==> src/cmp_timer_pkg.sv <==
// Package with register map, field layouts, reset values and clock source codes for the timer.
package cmp_timer_pkg;

  // Register byte addresses on the APB bus (one aligned word each).
  localparam logic [7:0] OFS_COUNT_HI = 8'h00;
  localparam logic [7:0] OFS_COUNT_LO = 8'h04;
  localparam logic [7:0] OFS_COMPARE_HI = 8'h08;
  localparam logic [7:0] OFS_COMPARE_LO = 8'h0C;
  localparam logic [7:0] OFS_CLOCK_CTRL = 8'h10;
  localparam logic [7:0] OFS_FLAG_CTRL = 8'h14;
  localparam logic [7:0] OFS_CONFIG = 8'h18;

  // Reset values.
  localparam logic [15:0] RST_COUNT = 16'h0000;
  localparam logic [15:0] RST_COMPARE = 16'hFFFF;
  localparam logic [7:0] RST_CTRL = 8'h00;
  localparam logic [7:0] RST_FLAG = 8'h00;
  localparam logic [7:0] RST_CONFIG = 8'h00;

  // Counter values that mark a wrap.
  localparam logic [15:0] TOP16 = 16'hFFFF;
  localparam logic [7:0] TOP8 = 8'hFF;

  // Internal clock codes in the low two bits of a clock select field.
  localparam logic [1:0] SEL_DIV32 = 2'h0;
  localparam logic [1:0] SEL_DIV16 = 2'h1;
  localparam logic [1:0] SEL_DIV4 = 2'h2;
  localparam logic [1:0] SEL_WATCH4 = 2'h3;

  // Prescaler terminal counts for each divided clock.
  localparam logic [4:0] DIV32_LAST = 5'h1F;
  localparam logic [3:0] DIV16_LAST = 4'hF;
  localparam logic [1:0] DIV4_LAST = 2'h3;

  // Bit positions inside the config register.
  localparam int CFG_IRQ_EN_HI = 0;
  localparam int CFG_IRQ_EN_LO = 1;
  localparam int CFG_EDGE_SEL = 2;
  localparam int CFG_LOW_SPEED = 3;

  // Clock control register: bit 2 of hi_clock_select (register bit 6) is the width select bit.
  typedef struct packed {
    logic out_level_hi;
    logic [2:0] hi_clock_select;
    logic out_level_lo;
    logic [2:0] lo_clock_select;
  } clock_ctrl_t;

  // Flag and control register, bit 7 down to bit 0.
  typedef struct packed {
    logic wrap_flag_hi;
    logic match_flag_hi;
    logic wrap_irq_en_hi;
    logic match_clear_hi;
    logic wrap_flag_lo;
    logic match_flag_lo;
    logic wrap_irq_en_lo;
    logic match_clear_lo;
  } flag_ctrl_t;

endpackage

==> src/dual_mode_compare_timer.sv <==
// Dual mode compare timer: one 16-bit or two 8-bit counters behind an APB slave.
//
// The implementer's own choices: register access over APB and the address map.
`timescale 1ns/10ps
`default_nettype none

module dual_mode_compare_timer #(
  parameter int ADDR_W = 8
) (
  // Clock and reset.
  input wire logic pclk,
  input wire logic presetn,
  // APB slave.
  input wire logic psel,
  input wire logic penable,
  input wire logic pwrite,
  input wire logic [ADDR_W-1:0] paddr,
  input wire logic [31:0] pwdata,
  output logic [31:0] prdata,
  output logic pready,
  output logic pslverr,
  // Clock sources.
  input wire logic watch_tick,
  input wire logic event_pin,
  // Pins and interrupt requests.
  output logic toggle_pin_hi,
  output logic toggle_pin_lo,
  output logic irq_hi,
  output logic irq_lo
);

  ////////////////////////////////////////////////////////////////////////////////
  // State.

  logic [15:0] cnt_ff; // Live counter, halves are count_hi and count_lo.
  logic [15:0] cmp_ff; // Compare value.
  logic [7:0] latch_ff; // Byte latch shared by all 16-bit accesses except compare reads.
  cmp_timer_pkg::clock_ctrl_t ctrl_ff; // Clock control register.
  cmp_timer_pkg::flag_ctrl_t flag_ff; // Flag and control register.
  logic [7:0] cfg_ff; // Interrupt enables, edge select, low speed mode.
  logic [7:0] armed_ff; // Flags read as one, eligible for clearing.
  logic [4:0] pre_ff; // Free running prescaler.
  logic [1:0] wdiv_ff; // Watch clock divider.
  logic event_prev_ff; // Previous event pin level.
  logic [31:0] prdata_ff;
  logic pready_ff;
  logic pslverr_ff;
  logic tog_hi_ff;
  logic tog_lo_ff;
  logic irq_hi_ff;
  logic irq_lo_ff;

  assign prdata = prdata_ff;
  assign pready = pready_ff;
  assign pslverr = pslverr_ff;
  assign toggle_pin_hi = tog_hi_ff;
  assign toggle_pin_lo = tog_lo_ff;
  assign irq_hi = irq_hi_ff;
  assign irq_lo = irq_lo_ff;

  ////////////////////////////////////////////////////////////////////////////////
  // Clock sources.

  // Picks the tick of one internal clock; in low speed mode only the watch clock runs.
  function automatic logic sel_tick(input logic [1:0] sel, input logic [4:0] pre,
                                    input logic wtick, input logic low_speed);
    logic t;
    t = 1'b0;
    unique case (sel)
      cmp_timer_pkg::SEL_DIV32: t = (pre == cmp_timer_pkg::DIV32_LAST) && !low_speed;
      cmp_timer_pkg::SEL_DIV16: t = (pre[3:0] == cmp_timer_pkg::DIV16_LAST) && !low_speed;
      cmp_timer_pkg::SEL_DIV4: t = (pre[1:0] == cmp_timer_pkg::DIV4_LAST) && !low_speed;
      cmp_timer_pkg::SEL_WATCH4: t = wtick;
    endcase
    return t;
  endfunction

  // Prescaler and watch divider run all the time so selections switch cleanly.
  always_ff @(posedge pclk or negedge presetn) begin
    if (!presetn) begin
      pre_ff <= 5'h00;
      wdiv_ff <= 2'h0;
      event_prev_ff <= 1'b0;
    end else begin
      pre_ff <= pre_ff + 5'h01;
      if (watch_tick) begin
        wdiv_ff <= wdiv_ff + 2'h1;
      end
      event_prev_ff <= event_pin;
    end
  end

  ////////////////////////////////////////////////////////////////////////////////
  // Bus decode.
  logic acc;
  logic rd_setup;
  logic wr_cnt_hi, wr_cnt_lo, wr_cmp_hi, wr_cmp_lo, wr_ctrl, wr_flag, wr_cfg;
  logic rd_cnt_hi, rd_cnt_lo, rd_flag;
  logic mode8;
  logic [7:0] wd;

  // Writes act at the access edge; reads act at the setup edge so data is ready.
  assign acc = psel && penable && pready_ff;
  assign rd_setup = psel && !penable && !pwrite;
  assign wd = pwdata[7:0];
  assign mode8 = ctrl_ff.hi_clock_select[2];
  assign wr_cnt_hi = acc && pwrite && (paddr == ADDR_W'(cmp_timer_pkg::OFS_COUNT_HI));
  assign wr_cnt_lo = acc && pwrite && (paddr == ADDR_W'(cmp_timer_pkg::OFS_COUNT_LO));
  assign wr_cmp_hi = acc && pwrite && (paddr == ADDR_W'(cmp_timer_pkg::OFS_COMPARE_HI));
  assign wr_cmp_lo = acc && pwrite && (paddr == ADDR_W'(cmp_timer_pkg::OFS_COMPARE_LO));
  assign wr_ctrl = acc && pwrite && (paddr == ADDR_W'(cmp_timer_pkg::OFS_CLOCK_CTRL));
  assign wr_flag = acc && pwrite && (paddr == ADDR_W'(cmp_timer_pkg::OFS_FLAG_CTRL));
  assign wr_cfg = acc && pwrite && (paddr == ADDR_W'(cmp_timer_pkg::OFS_CONFIG));
  assign rd_cnt_hi = rd_setup && (paddr == ADDR_W'(cmp_timer_pkg::OFS_COUNT_HI));
  assign rd_cnt_lo = rd_setup && (paddr == ADDR_W'(cmp_timer_pkg::OFS_COUNT_LO));
  assign rd_flag = rd_setup && (paddr == ADDR_W'(cmp_timer_pkg::OFS_FLAG_CTRL));

  ////////////////////////////////////////////////////////////////////////////////
  // Counting, matches and wraps.
  logic tick_lo, tick_hi, ev_tick;
  logic [15:0] cmp_eff;
  logic [15:0] nxt_cnt;
  logic match_hi, match_lo, wrap_hi, wrap_lo;

  // Selected edge of the event pin; the source must hold each level one clock.
  assign ev_tick = cfg_ff[cmp_timer_pkg::CFG_EDGE_SEL] ? (event_pin && !event_prev_ff)
                                                       : (!event_pin && event_prev_ff);

  always_comb begin
    // Lower half (or the whole 16-bit counter) follows lo_clock_select.
    tick_lo = ctrl_ff.lo_clock_select[2]
            ? sel_tick(ctrl_ff.lo_clock_select[1:0], pre_ff,
                       watch_tick && (wdiv_ff == cmp_timer_pkg::DIV4_LAST),
                       cfg_ff[cmp_timer_pkg::CFG_LOW_SPEED])
            : (ev_tick && !cfg_ff[cmp_timer_pkg::CFG_LOW_SPEED]);
    tick_hi = mode8 && sel_tick(ctrl_ff.hi_clock_select[1:0], pre_ff,
                                watch_tick && (wdiv_ff == cmp_timer_pkg::DIV4_LAST),
                                cfg_ff[cmp_timer_pkg::CFG_LOW_SPEED]);
    // A compare write now (either byte in 8-bit mode, the lower byte in 16-bit mode) is compared at once, so only an equal value matches.
    cmp_eff = cmp_ff;
    if (!mode8 && wr_cmp_lo) begin
      cmp_eff = {latch_ff, wd};
    end else if (mode8 && wr_cmp_hi) begin
      cmp_eff[15:8] = wd;
    end else if (mode8 && wr_cmp_lo) begin
      cmp_eff[7:0] = wd;
    end
    nxt_cnt = cnt_ff;
    match_hi = 1'b0;
    match_lo = 1'b0;
    wrap_hi = 1'b0;
    wrap_lo = 1'b0;
    if (!mode8) begin
      // The match is seen on the tick that leaves the equal value.
      match_hi = tick_lo && !wr_cnt_lo && (cnt_ff == cmp_eff);
      match_lo = tick_lo && !wr_cnt_lo && (cnt_ff[7:0] == cmp_eff[7:0]);
      // A write to the lower byte suppresses any wrap in that cycle.
      wrap_hi = tick_lo && !wr_cnt_lo && (cnt_ff == cmp_timer_pkg::TOP16) &&
                !(match_hi && flag_ff.match_clear_hi);
      wrap_lo = tick_lo && !wr_cnt_lo && (cnt_ff[7:0] == cmp_timer_pkg::TOP8) &&
                !(match_hi && flag_ff.match_clear_hi);
      if (wr_cnt_lo) begin
        nxt_cnt = {latch_ff, wd};
      end else if (match_hi && flag_ff.match_clear_hi) begin
        nxt_cnt = cmp_timer_pkg::RST_COUNT;
      end else if (tick_lo) begin
        nxt_cnt = cnt_ff + 16'h0001;
      end
    end else begin
      // Two independent halves, each with its own clear and wrap.
      match_hi = tick_hi && !wr_cnt_hi && (cnt_ff[15:8] == cmp_eff[15:8]);
      match_lo = tick_lo && !wr_cnt_lo && (cnt_ff[7:0] == cmp_eff[7:0]);
      wrap_hi = tick_hi && !wr_cnt_hi && (cnt_ff[15:8] == cmp_timer_pkg::TOP8) &&
                !(match_hi && flag_ff.match_clear_hi);
      wrap_lo = tick_lo && !wr_cnt_lo && (cnt_ff[7:0] == cmp_timer_pkg::TOP8) &&
                !(match_lo && flag_ff.match_clear_lo);
      if (wr_cnt_hi) begin
        nxt_cnt[15:8] = wd;
      end else if (match_hi && flag_ff.match_clear_hi) begin
        nxt_cnt[15:8] = cmp_timer_pkg::RST_COUNT[15:8];
      end else if (tick_hi) begin
        nxt_cnt[15:8] = cnt_ff[15:8] + 8'h01;
      end
      if (wr_cnt_lo) begin
        nxt_cnt[7:0] = wd;
      end else if (match_lo && flag_ff.match_clear_lo) begin
        nxt_cnt[7:0] = cmp_timer_pkg::RST_COUNT[7:0];
      end else if (tick_lo) begin
        nxt_cnt[7:0] = cnt_ff[7:0] + 8'h01;
      end
    end
  end

  // Counter register; upper byte writes in 16-bit mode leave it alone.
  always_ff @(posedge pclk or negedge presetn) begin
    if (!presetn) begin
      cnt_ff <= cmp_timer_pkg::RST_COUNT;
    end else begin
      cnt_ff <= nxt_cnt;
    end
  end

  ////////////////////////////////////////////////////////////////////////////////
  // Byte latch, compare, control and config registers.

  // One latch serves every 16-bit access except compare reads; 8-bit mode never touches it.
  always_ff @(posedge pclk or negedge presetn) begin
    if (!presetn) begin
      latch_ff <= 8'h00;
    end else if (!mode8 && (wr_cnt_hi || wr_cmp_hi)) begin
      latch_ff <= wd;
    end else if (!mode8 && rd_cnt_hi) begin
      latch_ff <= cnt_ff[7:0];
    end
  end

  // Compare value: paired through the latch in 16-bit mode, direct in 8-bit mode.
  always_ff @(posedge pclk or negedge presetn) begin
    if (!presetn) begin
      cmp_ff <= cmp_timer_pkg::RST_COMPARE;
    end else begin
      cmp_ff <= cmp_eff;
    end
  end

  // Clock control and config registers.
  always_ff @(posedge pclk or negedge presetn) begin
    if (!presetn) begin
      ctrl_ff <= cmp_timer_pkg::RST_CTRL;
      cfg_ff <= cmp_timer_pkg::RST_CONFIG;
    end else begin
      if (wr_ctrl) begin
        ctrl_ff <= wd;
      end
      if (wr_cfg) begin
        cfg_ff <= wd;
      end
    end
  end

  ////////////////////////////////////////////////////////////////////////////////
  // Flags: hardware sets, software clears by reading one then writing zero.

  logic [7:0] set_mask;
  logic [7:0] clr_mask;

  assign set_mask = {wrap_hi, match_hi, 2'b00, wrap_lo, match_lo, 2'b00};
  assign clr_mask = (wr_flag ? ~wd : 8'h00) & armed_ff & 8'hCC;

  // Set wins over clear; writing one to a flag does nothing.
  always_ff @(posedge pclk or negedge presetn) begin
    if (!presetn) begin
      flag_ff <= cmp_timer_pkg::RST_FLAG;
      armed_ff <= 8'h00;
    end else begin
      flag_ff <= ((flag_ff & ~clr_mask) | set_mask) & 8'hCC | (wr_flag ? wd & 8'h33
                                                                       : flag_ff & 8'h33);
      if (rd_flag) begin
        armed_ff <= flag_ff & 8'hCC;
      end else if (wr_flag) begin
        armed_ff <= 8'h00;
      end
    end
  end

  ////////////////////////////////////////////////////////////////////////////////
  // Toggle pins and interrupt requests.

  // A control write sets the level and overrides a coincident toggle.
  always_ff @(posedge pclk or negedge presetn) begin
    if (!presetn) begin
      tog_hi_ff <= 1'b0;
      tog_lo_ff <= 1'b0;
    end else if (wr_ctrl) begin
      tog_hi_ff <= wd[7];
      tog_lo_ff <= wd[3];
    end else begin
      tog_hi_ff <= tog_hi_ff ^ match_hi;
      tog_lo_ff <= tog_lo_ff ^ match_lo;
    end
  end

  // One-cycle request pulses; the wrap source needs its own enable too.
  always_ff @(posedge pclk or negedge presetn) begin
    if (!presetn) begin
      irq_hi_ff <= 1'b0;
      irq_lo_ff <= 1'b0;
    end else begin
      irq_hi_ff <= cfg_ff[cmp_timer_pkg::CFG_IRQ_EN_HI] &&
                   (match_hi || (wrap_hi && flag_ff.wrap_irq_en_hi));
      irq_lo_ff <= cfg_ff[cmp_timer_pkg::CFG_IRQ_EN_LO] && mode8 &&
                   (match_lo || (wrap_lo && flag_ff.wrap_irq_en_lo));
    end
  end

  ////////////////////////////////////////////////////////////////////////////////
  // APB answer: no wait state, read data prepared at the setup edge.

  logic [31:0] nxt_rdata;
  logic nxt_err;

  always_comb begin
    nxt_rdata = 32'h0000_0000;
    nxt_err = 1'b0;
    if (paddr == ADDR_W'(cmp_timer_pkg::OFS_COUNT_HI)) begin
      nxt_rdata[7:0] = cnt_ff[15:8];
    end else if (paddr == ADDR_W'(cmp_timer_pkg::OFS_COUNT_LO)) begin
      nxt_rdata[7:0] = mode8 ? cnt_ff[7:0] : latch_ff;
    end else if (paddr == ADDR_W'(cmp_timer_pkg::OFS_COMPARE_HI)) begin
      nxt_rdata[7:0] = cmp_ff[15:8];
    end else if (paddr == ADDR_W'(cmp_timer_pkg::OFS_COMPARE_LO)) begin
      nxt_rdata[7:0] = cmp_ff[7:0];
    end else if (paddr == ADDR_W'(cmp_timer_pkg::OFS_CLOCK_CTRL)) begin
      nxt_rdata[7:0] = ctrl_ff;
    end else if (paddr == ADDR_W'(cmp_timer_pkg::OFS_FLAG_CTRL)) begin
      nxt_rdata[7:0] = flag_ff;
    end else if (paddr == ADDR_W'(cmp_timer_pkg::OFS_CONFIG)) begin
      nxt_rdata[7:0] = cfg_ff;
    end else begin
      nxt_err = 1'b1; // Unmapped address answers with an error and zero data.
    end
  end

  // Ready rises for exactly the one access cycle after each setup cycle.
  always_ff @(posedge pclk or negedge presetn) begin
    if (!presetn) begin
      pready_ff <= 1'b0;
      pslverr_ff <= 1'b0;
      prdata_ff <= 32'h0000_0000;
    end else begin
      pready_ff <= psel && !penable;
      if (psel && !penable) begin
        pslverr_ff <= nxt_err;
        prdata_ff <= pwrite ? 32'h0000_0000 : nxt_rdata;
      end
    end
  end

  ////////////////////////////////////////////////////////////////////////////////
  // Checks.
  hi_write_latch_a: assert property (@(posedge pclk) disable iff (!presetn)
    (wr_cnt_hi && !mode8 && !tick_lo) |=> (latch_ff == $past(wd)) && $stable(cnt_ff))
    else $error("Upper count write changed the counter.");
  lo_write_load_a: assert property (@(posedge pclk) disable iff (!presetn)
    (wr_cnt_lo && !mode8) |=> cnt_ff == {$past(latch_ff), $past(wd)})
    else $error("Lower count write did not load both bytes.");
  hi_read_snap_a: assert property (@(posedge pclk) disable iff (!presetn)
    (rd_cnt_hi && !mode8) |=> (latch_ff == $past(cnt_ff[7:0])) &&
                              (prdata_ff[7:0] == $past(cnt_ff[15:8])))
    else $error("Upper count read did not snapshot the lower byte.");
  lo_read_latch_a: assert property (@(posedge pclk) disable iff (!presetn)
    (rd_cnt_lo && !mode8) |=> prdata_ff[7:0] == $past(latch_ff))
    else $error("Lower count read did not return the latch.");
  match_clear_a: assert property (@(posedge pclk) disable iff (!presetn)
    (match_hi && !mode8 && flag_ff.match_clear_hi) |=> cnt_ff == cmp_timer_pkg::RST_COUNT)
    else $error("Counter not cleared on match.");
  pin_toggle_a: assert property (@(posedge pclk) disable iff (!presetn)
    (match_hi && !wr_ctrl) |=> tog_hi_ff != $past(tog_hi_ff))
    else $error("Toggle pin did not invert on match.");
  ctrl_level_a: assert property (@(posedge pclk) disable iff (!presetn)
    wr_ctrl |=> (tog_hi_ff == $past(wd[7])) && (tog_lo_ff == $past(wd[3])))
    else $error("Control write did not set the pin level.");
  wrap_flag_a: assert property (@(posedge pclk) disable iff (!presetn)
    wrap_hi |=> flag_ff.wrap_flag_hi ##1 (flag_ff.wrap_flag_hi || $past(wr_flag)))
    else $error("Wrap flag not held after wrap.");
  flag_no_set_a: assert property (@(posedge pclk) disable iff (!presetn)
    (wr_flag && !match_hi && !flag_ff.match_flag_hi) |=> !flag_ff.match_flag_hi)
    else $error("Software managed to set a match flag.");
  cmp_suppress_a: assert property (@(posedge pclk) disable iff (!presetn)
    (mode8 && wr_cmp_lo && (wd != cnt_ff[7:0])) |-> !match_lo)
    else $error("Match seen during compare write with unequal value.");
  ready_pulse_a: assert property (@(posedge pclk) disable iff (!presetn)
    (psel && !penable) |=> pready_ff ##1 !pready_ff || (psel && !penable))
    else $error("Ready did not answer the setup cycle.");
endmodule

`default_nettype wire

==> config.mk <==
export PLATFORM = sky130hd
export DESIGN_NAME = dual_mode_compare_timer
export DESIGN_NICKNAME = d
export VERILOG_FILES = /design/src/cmp_timer_pkg.sv /design/src/dual_mode_compare_timer.sv
export SDC_FILE = /design/constraint.sdc
export NUM_CORES = 1
export LEC_CHECK = 0
export ABC_CLOCK_PERIOD_IN_PS = 5300
export BUFFER_PORTS_ARGS = -buffer_cell sky130_fd_sc_hd__buf_2
export CAP_MARGIN = 20
export CORE_MARGIN = 2
export CORE_UTILIZATION = 62
export DETAILED_ROUTE_END_ITERATION = 8
export PLACE_DENSITY = 0.86
export SLEW_MARGIN = 15
export SYNTH_ARGS = -nofsm -noshare
export SYNTH_HDL_FRONTEND = slang
export SYNTH_SLANG_ARGS = --single-unit
==> constraint.sdc <==
create_clock -name pclk -period 5.3 [get_ports pclk]
set_input_delay 1.06 -clock pclk [delete_from_list [all_inputs] [get_ports pclk]]
set_output_delay 1.06 -clock pclk [all_outputs]
set_load 0.01 [all_outputs]
# Yosys cells after proc, flatten, opt, wreduce, memory -nomap -nowiden
# Cells that the tools add are included.
op_classes:
  muxes: 45
  n_bitwise: 8
  add_sub_neg: 5
  eq_ne: 24
  reduce_logical: 69
op_table:
  columns: ["cell", "n"]
  rows:
  - ["two-way mux 8 bit", 23]
  - ["two-way mux 16 bit", 5]
  - ["logical AND 1 bit", 47]
  - ["== test 8 x 5 -> 1 bit, second input constant", 3]
  - ["adder 16 x 1 -> 16 bit, second input constant", 1]
  - ["adder 8 x 1 -> 8 bit, second input constant", 2]
  - ["bitwise AND 8 bit", 2]
  - ["== test 16 bit", 1]
  - ["== test 16 bit, second input constant", 1]
  - ["== test 8 x 4 -> 1 bit, second input constant", 2]
  - ["== test 8 bit", 2]
  - ["== test 8 bit, second input constant", 2]
  - ["NOT 8 bit", 2]
  - ["two-way mux 1 bit", 14]
  - ["== test 2 bit, second input constant", 6]
  - ["logical NOT 1 bit", 11]
  - ["== test 8 x 3 -> 1 bit, second input constant", 1]
  - ["logical NOT 8 bit", 1]
  - ["!= test 4 x 1 -> 1 bit, second input constant", 2]
  - ["bitwise OR 8 x 6 -> 8 bit", 1]
  - ["bitwise OR 8 bit", 1]
  - ["case mux 1 bit (4 select lines)", 2]
  - ["two-way mux 6 bit", 1]
  - ["adder 5 x 1 -> 5 bit, second input constant", 1]
  - ["10 further kinds", 17]
word_totals:
  inputBits: 47
  out_inout_bits: 38
  regBits: 118

# Logic depth before layout (Yosys ltp)
depth:
  depth_word: 17
  ltp_mapped: 13
  mapped_depth_nobuf: 12

# Worst setup path after synthesis
# No wires, ideal clock.
synth_path:
  path_kind: "input to register"
  start: "input port pwrite"
  end: "register cnt_ff[15]"
  slack_ps: 1420
  required_ps: 5161
  setup_ps: 139
  stages: 11
  n_path_buf: 2
  arrival_ps: 3742
  path_cell_list: "clkbuf_1 -> and4_1 -> nand3_2 -> or4_1 -> a211o_1 -> or4b_4 -> nor3_2 -> a21oi_1 -> buf_2 -> a31oi_1 -> o2111ai_1"
synth_between:
  elab_chain_cells: 12
  elab_cells_between_ends: 30
  classes_between: "3 x eq/ne; 9 x mux; 18 x reduce/logical"
synth_rtl:
  columns: ["element", "line", "text"]
  rows:
  - ["from (decl)", "dual_mode_compare_timer.sv:16", "input wire logic pwrite,"]
  - ["logical AND 1 bit (*)", null, null]
  - ["logical AND 1 bit", "dual_mode_compare_timer.sv:110", "assign wr_cmp_lo = acc && pwrite && (paddr == ADDR_W'(cmp_timer_pkg::OFS_COMPARE_LO));"]
  - ["logical AND 1 bit", "dual_mode_compare_timer.sv:145", "end else if (mode8 && wr_cmp_lo) begin"]
  - ["two-way mux 8 bit", "dual_mode_compare_timer.sv:145", null]
  - ["two-way mux 8 bit", "dual_mode_compare_timer.sv:143", "end else if (mode8 && wr_cmp_hi) begin"]
  - ["two-way mux 16 bit", "dual_mode_compare_timer.sv:141", "if (!mode8 && wr_cmp_lo) begin"]
  - ["== test 16 bit", "dual_mode_compare_timer.sv:155", "match_hi = tick_lo && !wr_cnt_lo && (cnt_ff == cmp_eff);"]
  - ["logical AND 1 bit", "dual_mode_compare_timer.sv:155", null]
  - ["logical AND 1 bit", "dual_mode_compare_timer.sv:164", "end else if (match_hi && flag_ff.match_clear_hi) begin"]
  - ["two-way mux 16 bit", "dual_mode_compare_timer.sv:164", null]
  - ["two-way mux 16 bit", "dual_mode_compare_timer.sv:162", "if (wr_cnt_lo) begin"]
  - ["two-way mux 16 bit", "dual_mode_compare_timer.sv:153", "if (!mode8) begin"]
  - ["to (signal assigned)", "dual_mode_compare_timer.sv:197", "cnt_ff <= cmp_timer_pkg::RST_COUNT;"]
  - ["to (signal assigned)", "dual_mode_compare_timer.sv:199", "cnt_ff <= nxt_cnt;"]
  - ["to (decl)", "dual_mode_compare_timer.sv:35", "logic [15:0] cnt_ff;"]
# Mark *: on every way between the ends. The rest lies on a longest branch, timed or not.
# A chain may end at the register's enable or synchronous reset.

# Final worst setup path
layout_path:
  start: "input port paddr[7]"
  end: "register cnt_ff[3]"
layout_between:
  elab_chain_cells: 12
  elab_cells_between_ends: 29
  classes_between: "6 x eq/ne; 9 x mux; 14 x reduce/logical"
layout_rtl:
  columns: ["element", "line", "text"]
  rows:
  - ["from (decl)", "dual_mode_compare_timer.sv:17", "input wire logic [ADDR_W-1:0] paddr,"]
  - ["== test 8 x 4 -> 1 bit", "dual_mode_compare_timer.sv:110", null]
  - ["logical AND 1 bit", "dual_mode_compare_timer.sv:110", null]
  - ["logical AND 1 bit", "dual_mode_compare_timer.sv:145", null]
  - ["two-way mux 8 bit", "dual_mode_compare_timer.sv:145", null]
  - ["two-way mux 8 bit", "dual_mode_compare_timer.sv:143", null]
  - ["two-way mux 16 bit", "dual_mode_compare_timer.sv:141", null]
  - ["== test 16 bit or == test 8 bit (tied branches)", "dual_mode_compare_timer.sv:155, dual_mode_compare_timer.sv:172", null]
  - ["logical AND 1 bit, on equally long branches", "dual_mode_compare_timer.sv:155, dual_mode_compare_timer.sv:172", null]
  - ["logical AND 1 bit, on equally long branches", "dual_mode_compare_timer.sv:164, dual_mode_compare_timer.sv:186", null]
  - ["two-way mux 16 bit or two-way mux 8 bit (tied branches)", "dual_mode_compare_timer.sv:164, dual_mode_compare_timer.sv:186", null]
  - ["two-way mux 16 bit or two-way mux 8 bit (tied branches)", "dual_mode_compare_timer.sv:162, dual_mode_compare_timer.sv:184", null]
  - ["two-way mux 16 bit", "dual_mode_compare_timer.sv:153", null]
# Parallel ways exist; a longest one is shown, timed or not.

==> results.py <==
metrics = {
    "status": {
        "outcome": "completed",
    },
    "sta": {
        "finClkSkew_ps": 18.4,
        "final.min_clock_period_ps": 4350,
        "timing.final.crit_share_pct": 82.1,
        "finalSetupViolCount": 0,
        "max-slew-margin-rel_pct": 29.4,
        "max_freq_ghz": 0.230,
        "hold_viol_final": 0,
        "final_max_slew_viol_count": 0,
        "setup-tns-final_ps": 0,
        "rsz0062_at_grt": "false",
        "worst_pin_slew_ps": 1050,
    },
    "pwr": {
        "powerDensity_nw_per_um2": 271,
        "p_comb_share_pct": 16.7,
        "power.share.clock_pct": 31.5,
        "p_int_uw": 1060,
        "sequentialPowerShare_pct": 51.9,
        "peakVddDrop_mv": 0.248,
        "power.total_uw": 1620,
        "p_leak_uw": 0.00269,
        "switching_share_pct": 34.5,
        "power.switching_uw": 559,
    },
    "synth": {
        "yosysWarnings": 0,
        "synth_async_sr_flop_share_pct": 100,
        "synth-edff-count": 0,
        "syn-cell-area_um2": 5600,
        "synthCells": 638,
        "synth.area.top_cells": "dfrtp_1 (33%), dfstp_2 (7.5%), nand2_1 (5.3%)",
        "yosysTopAreaCell": "dfrtp_1",
        "synth_cell_type_count": 63,
        "ys_ff_latch": 90,
        "synth-seq-area-share_pct": 40.6,
        "synth_top_area_share_pct": 33.1,
        "ys.flop_type": "dfrtp_1",
        "syn_avg_cell_area_um2": 8.78,
    },
    "cells_and_area": {
        "diodes": 0,
        "drive_above_1_share_pct": 16.1,
        "nets": 717,
        "syn2layout_area_growth_pct": 7.08,
        "fillers": 698,
        "final_cells": 778,
    },
    "floorplan": {
        "die_y_um": 99.0,
        "die_area_um2": 9810,
        "core_area_um2": 8720,
        "die_x_um": 99.0,
        "pin_count": 85,
        "rows": 34,
        "start_util_pct": 64.2,
    },
    "global_route": {
        "gr-usage-met1_pct": 48.5,
        "global_route.usage.met3_pct": 6.24,
        "grt_overflow": 0,
        "busiest_layer": "met2",
        "grtUsageMet2_pct": 53.3,
        "grt_pass1_wl_um": 26600,
        "grt_max_degree": 70,
        "antenna_found_initial": 0,
        "grt_use_total_pct": 35.1,
        "grt_pass1_vias": 4992,
    },
    "worst_setup_path": {
        "critPathCaptureType": "flop",
        "cp-endpoint": "cnt_ff[3]",
        "reg2regPathDepth": 10,
        "crit_required_ps": 5590,
        "reg2reg_setup_slack_ps": 1560,
        "critPathLaunch": "paddr[7]",
        "crit_type": "input pin to flop",
        "cp-start-kind": "input pin",
        "cp.arrival_ps": 4640,
        "r2r_start": "pready",
        "reg2reg_to": "cnt_ff[3]",
        "crit_path_max_fanout": 12,
    },
    "cts": {
        "cts_resized": 0,
        "cts_tree": "built",
        "cts_setup_buffers": 0,
        "clock-sinks": 90,
        "cts-root-buf": "clkbuf_8",
        "clock_path_buffers": 2,
        "tritoncts.num_buffers": 9,
        "cts_hold_buf": 0,
        "clk_latency_ps": 380,
        "path_clk_slew_ps": 100,
        "h-tree-depth": 3,
    },
    "job": {
        "drv_cap": 0,
    },
    "drt": {
        "ant_nets": 0,
        "wire_per_inst_um": 21.6,
        "route.detailed.drc": 0,
        "firstDrtPassIters": 6,
        "vias": 5247,
        "drt_wl_total_um": 16800,
        "drtIter0Drc": 494,
        "vias_per_cell": 6.74,
    },
    "placed_design": {
        "io_buffers": 36,
        "dp_cells": 762,
        "dp_hpwl_um": 12100,
        "routabilityCongestion": 0.960,
    },
    "hold_path": {
        "hold_class": "flop to flop",
    },
}
==> through the flow <==
step / utilization (%) / setup WS [ps] / hold WS, ps / cell area, um^2
finish: 68.8 / 948 / 454 / 6000
floorplan: - / 1420 / 422 / 5690
CTS: 68.8 / 1060 / 457 / 6000
detailed placement: 66.4 / 695 / 443 / 5790
global route: 68.8 / 761 / 489 / 6000
global placement: 66.4 / 835 / 434 / 5790
==> layout by cell type, fill, tap and decap left out, types with 8 or more instances in the layout <==
cell      netlist  layout
nand2_1        79      79
or3_1          11      11
buf_2           2      35
clkbuf_8        0       9
nand4_1        14      14
nor3_1         13      13
o211ai_1       10      10
mux2_2         20      20
dfrtp_1        74      74
a31oi_1         8       8
mux2i_1        17      17
xnor2_1        11      11
a21oi_1        47      47
a221oi_1       11      11
dfstp_2        16      16
and3_1         14      14
inv_1          23      23
nand3_1        21      21
conb_1          1      24
buf_4          24      11
nor2_1         57      57
o21ai_0        31      31
==> power groups by stage <==
stage / Sequential (uW) / Clock [uW] / Combinational (uW)
detailed placement: 848 / 0 / 264
CTS: 835 / 511 / 266
global route: 848 / 541 / 299
floorplan: 797 / 0 / 203
global placement: 846 / 0 / 253
finish: 841 / 511 / 270
==> worst min path at each step <==
stage | startpoint | endpoint | depth (start not counted)
finish | pre_ff[0] | pre_ff[0] | 1
global route | pre_ff[0] | pre_ff[0] | 1
global placement | pre_ff[0] | pre_ff[0] | 1
floorplan | pre_ff[0] | pre_ff[0] | 1
CTS | pre_ff[0] | pre_ff[0] | 1
detailed placement | pre_ff[0] | pre_ff[0] | 1
==> cell type report <==
type	count	area (um^2)	area share [%]
tap	108	135	2.25
multi-input combinational	495	3040	50.6
sequential	90	2270	37.9
clock inverter	7	85.1	1.42
inverter	23	86.3	1.44
clock buffer	9	124	2.07
timing repair buffer	46	258	4.30
==> Yosys cell counts (5+ instances only) <==
| cell | number |
|---|---|
| a211oi_1 | 5 |
| a21oi_1 | 47 |
| a221oi_1 | 11 |
| a222oi_1 | 5 |
| a22o_1 | 6 |
| a22oi_1 | 5 |
| a31oi_1 | 8 |
| and3_1 | 14 |
| buf_4 | 24 |
| clkbuf_1 | 26 |
| dfrtp_1 | 74 |
| dfstp_2 | 16 |
| ha_1 | 5 |
| inv_1 | 23 |
| mux2_2 | 20 |
| mux2i_1 | 17 |
| nand2_1 | 79 |
| nand2b_1 | 7 |
| nand3_1 | 21 |
| nand4_1 | 14 |
| nor2_1 | 57 |
| nor3_1 | 13 |
| o211ai_1 | 10 |
| o21ai_0 | 31 |
| o21ai_1 | 6 |
| o221ai_1 | 7 |
| o41ai_1 | 6 |
| or3_1 | 11 |
| xnor2_1 | 11 |
==> cells by family (layout without fill, tap and decap cells) <==
logic type,count (synthesis),after routing,synth area share [%]
and+or+nand+nor,249,249,22.7
muxes,37,37,7.06
adders and majority gates,5,5,1.12
other,1,24,0.0670
AOI/OAI and AO/OA,165,165,19.4
xor gates and xnor gates,15,15,2.35
buffers and inverters,76,85,6.75
DFF,90,90,40.6
==> worst max-delay path: stages <==
cell and delay (ps):
buf_2 130, or4_1 660, nor4_2 760, a221oi_1 190, or3_1 410, nand4_1 130
nor4_2 70, buf_4 180, a311oi_2 510, nand2_1 270, o221ai_1 260
==> metal layers <==
| layer | vias up | wire (um) |
|---|---|---|
| li1 | 2358 | - |
| met1 | 2454 | 6480 |
| met2 | 377 | 7570 |
| met3 | 58 | 1990 |
| met4 | 0 | 752 |
| met5 | - | 0 |
==> sequential cells by signal, indices dropped and copies added (netlist names) <==
| register | count |
|---|---|
| cmp_ff | 16 |
| cnt_ff | 16 |
| cfg_ff | 8 |
| ctrl_ff | 8 |
| flag_ff | 8 |
| latch_ff | 8 |
| prdata | 8 |
| pre_ff | 5 |
| armed_ff | 4 |
| wdiv_ff | 2 |
| event_prev_ff | 1 |
| irq_hi | 1 |
| irq_lo | 1 |
| pready | 1 |
| pslverr | 1 |
| toggle_pin_hi | 1 |
| toggle_pin_lo | 1 |
Power figures use the tool's default switching activity.
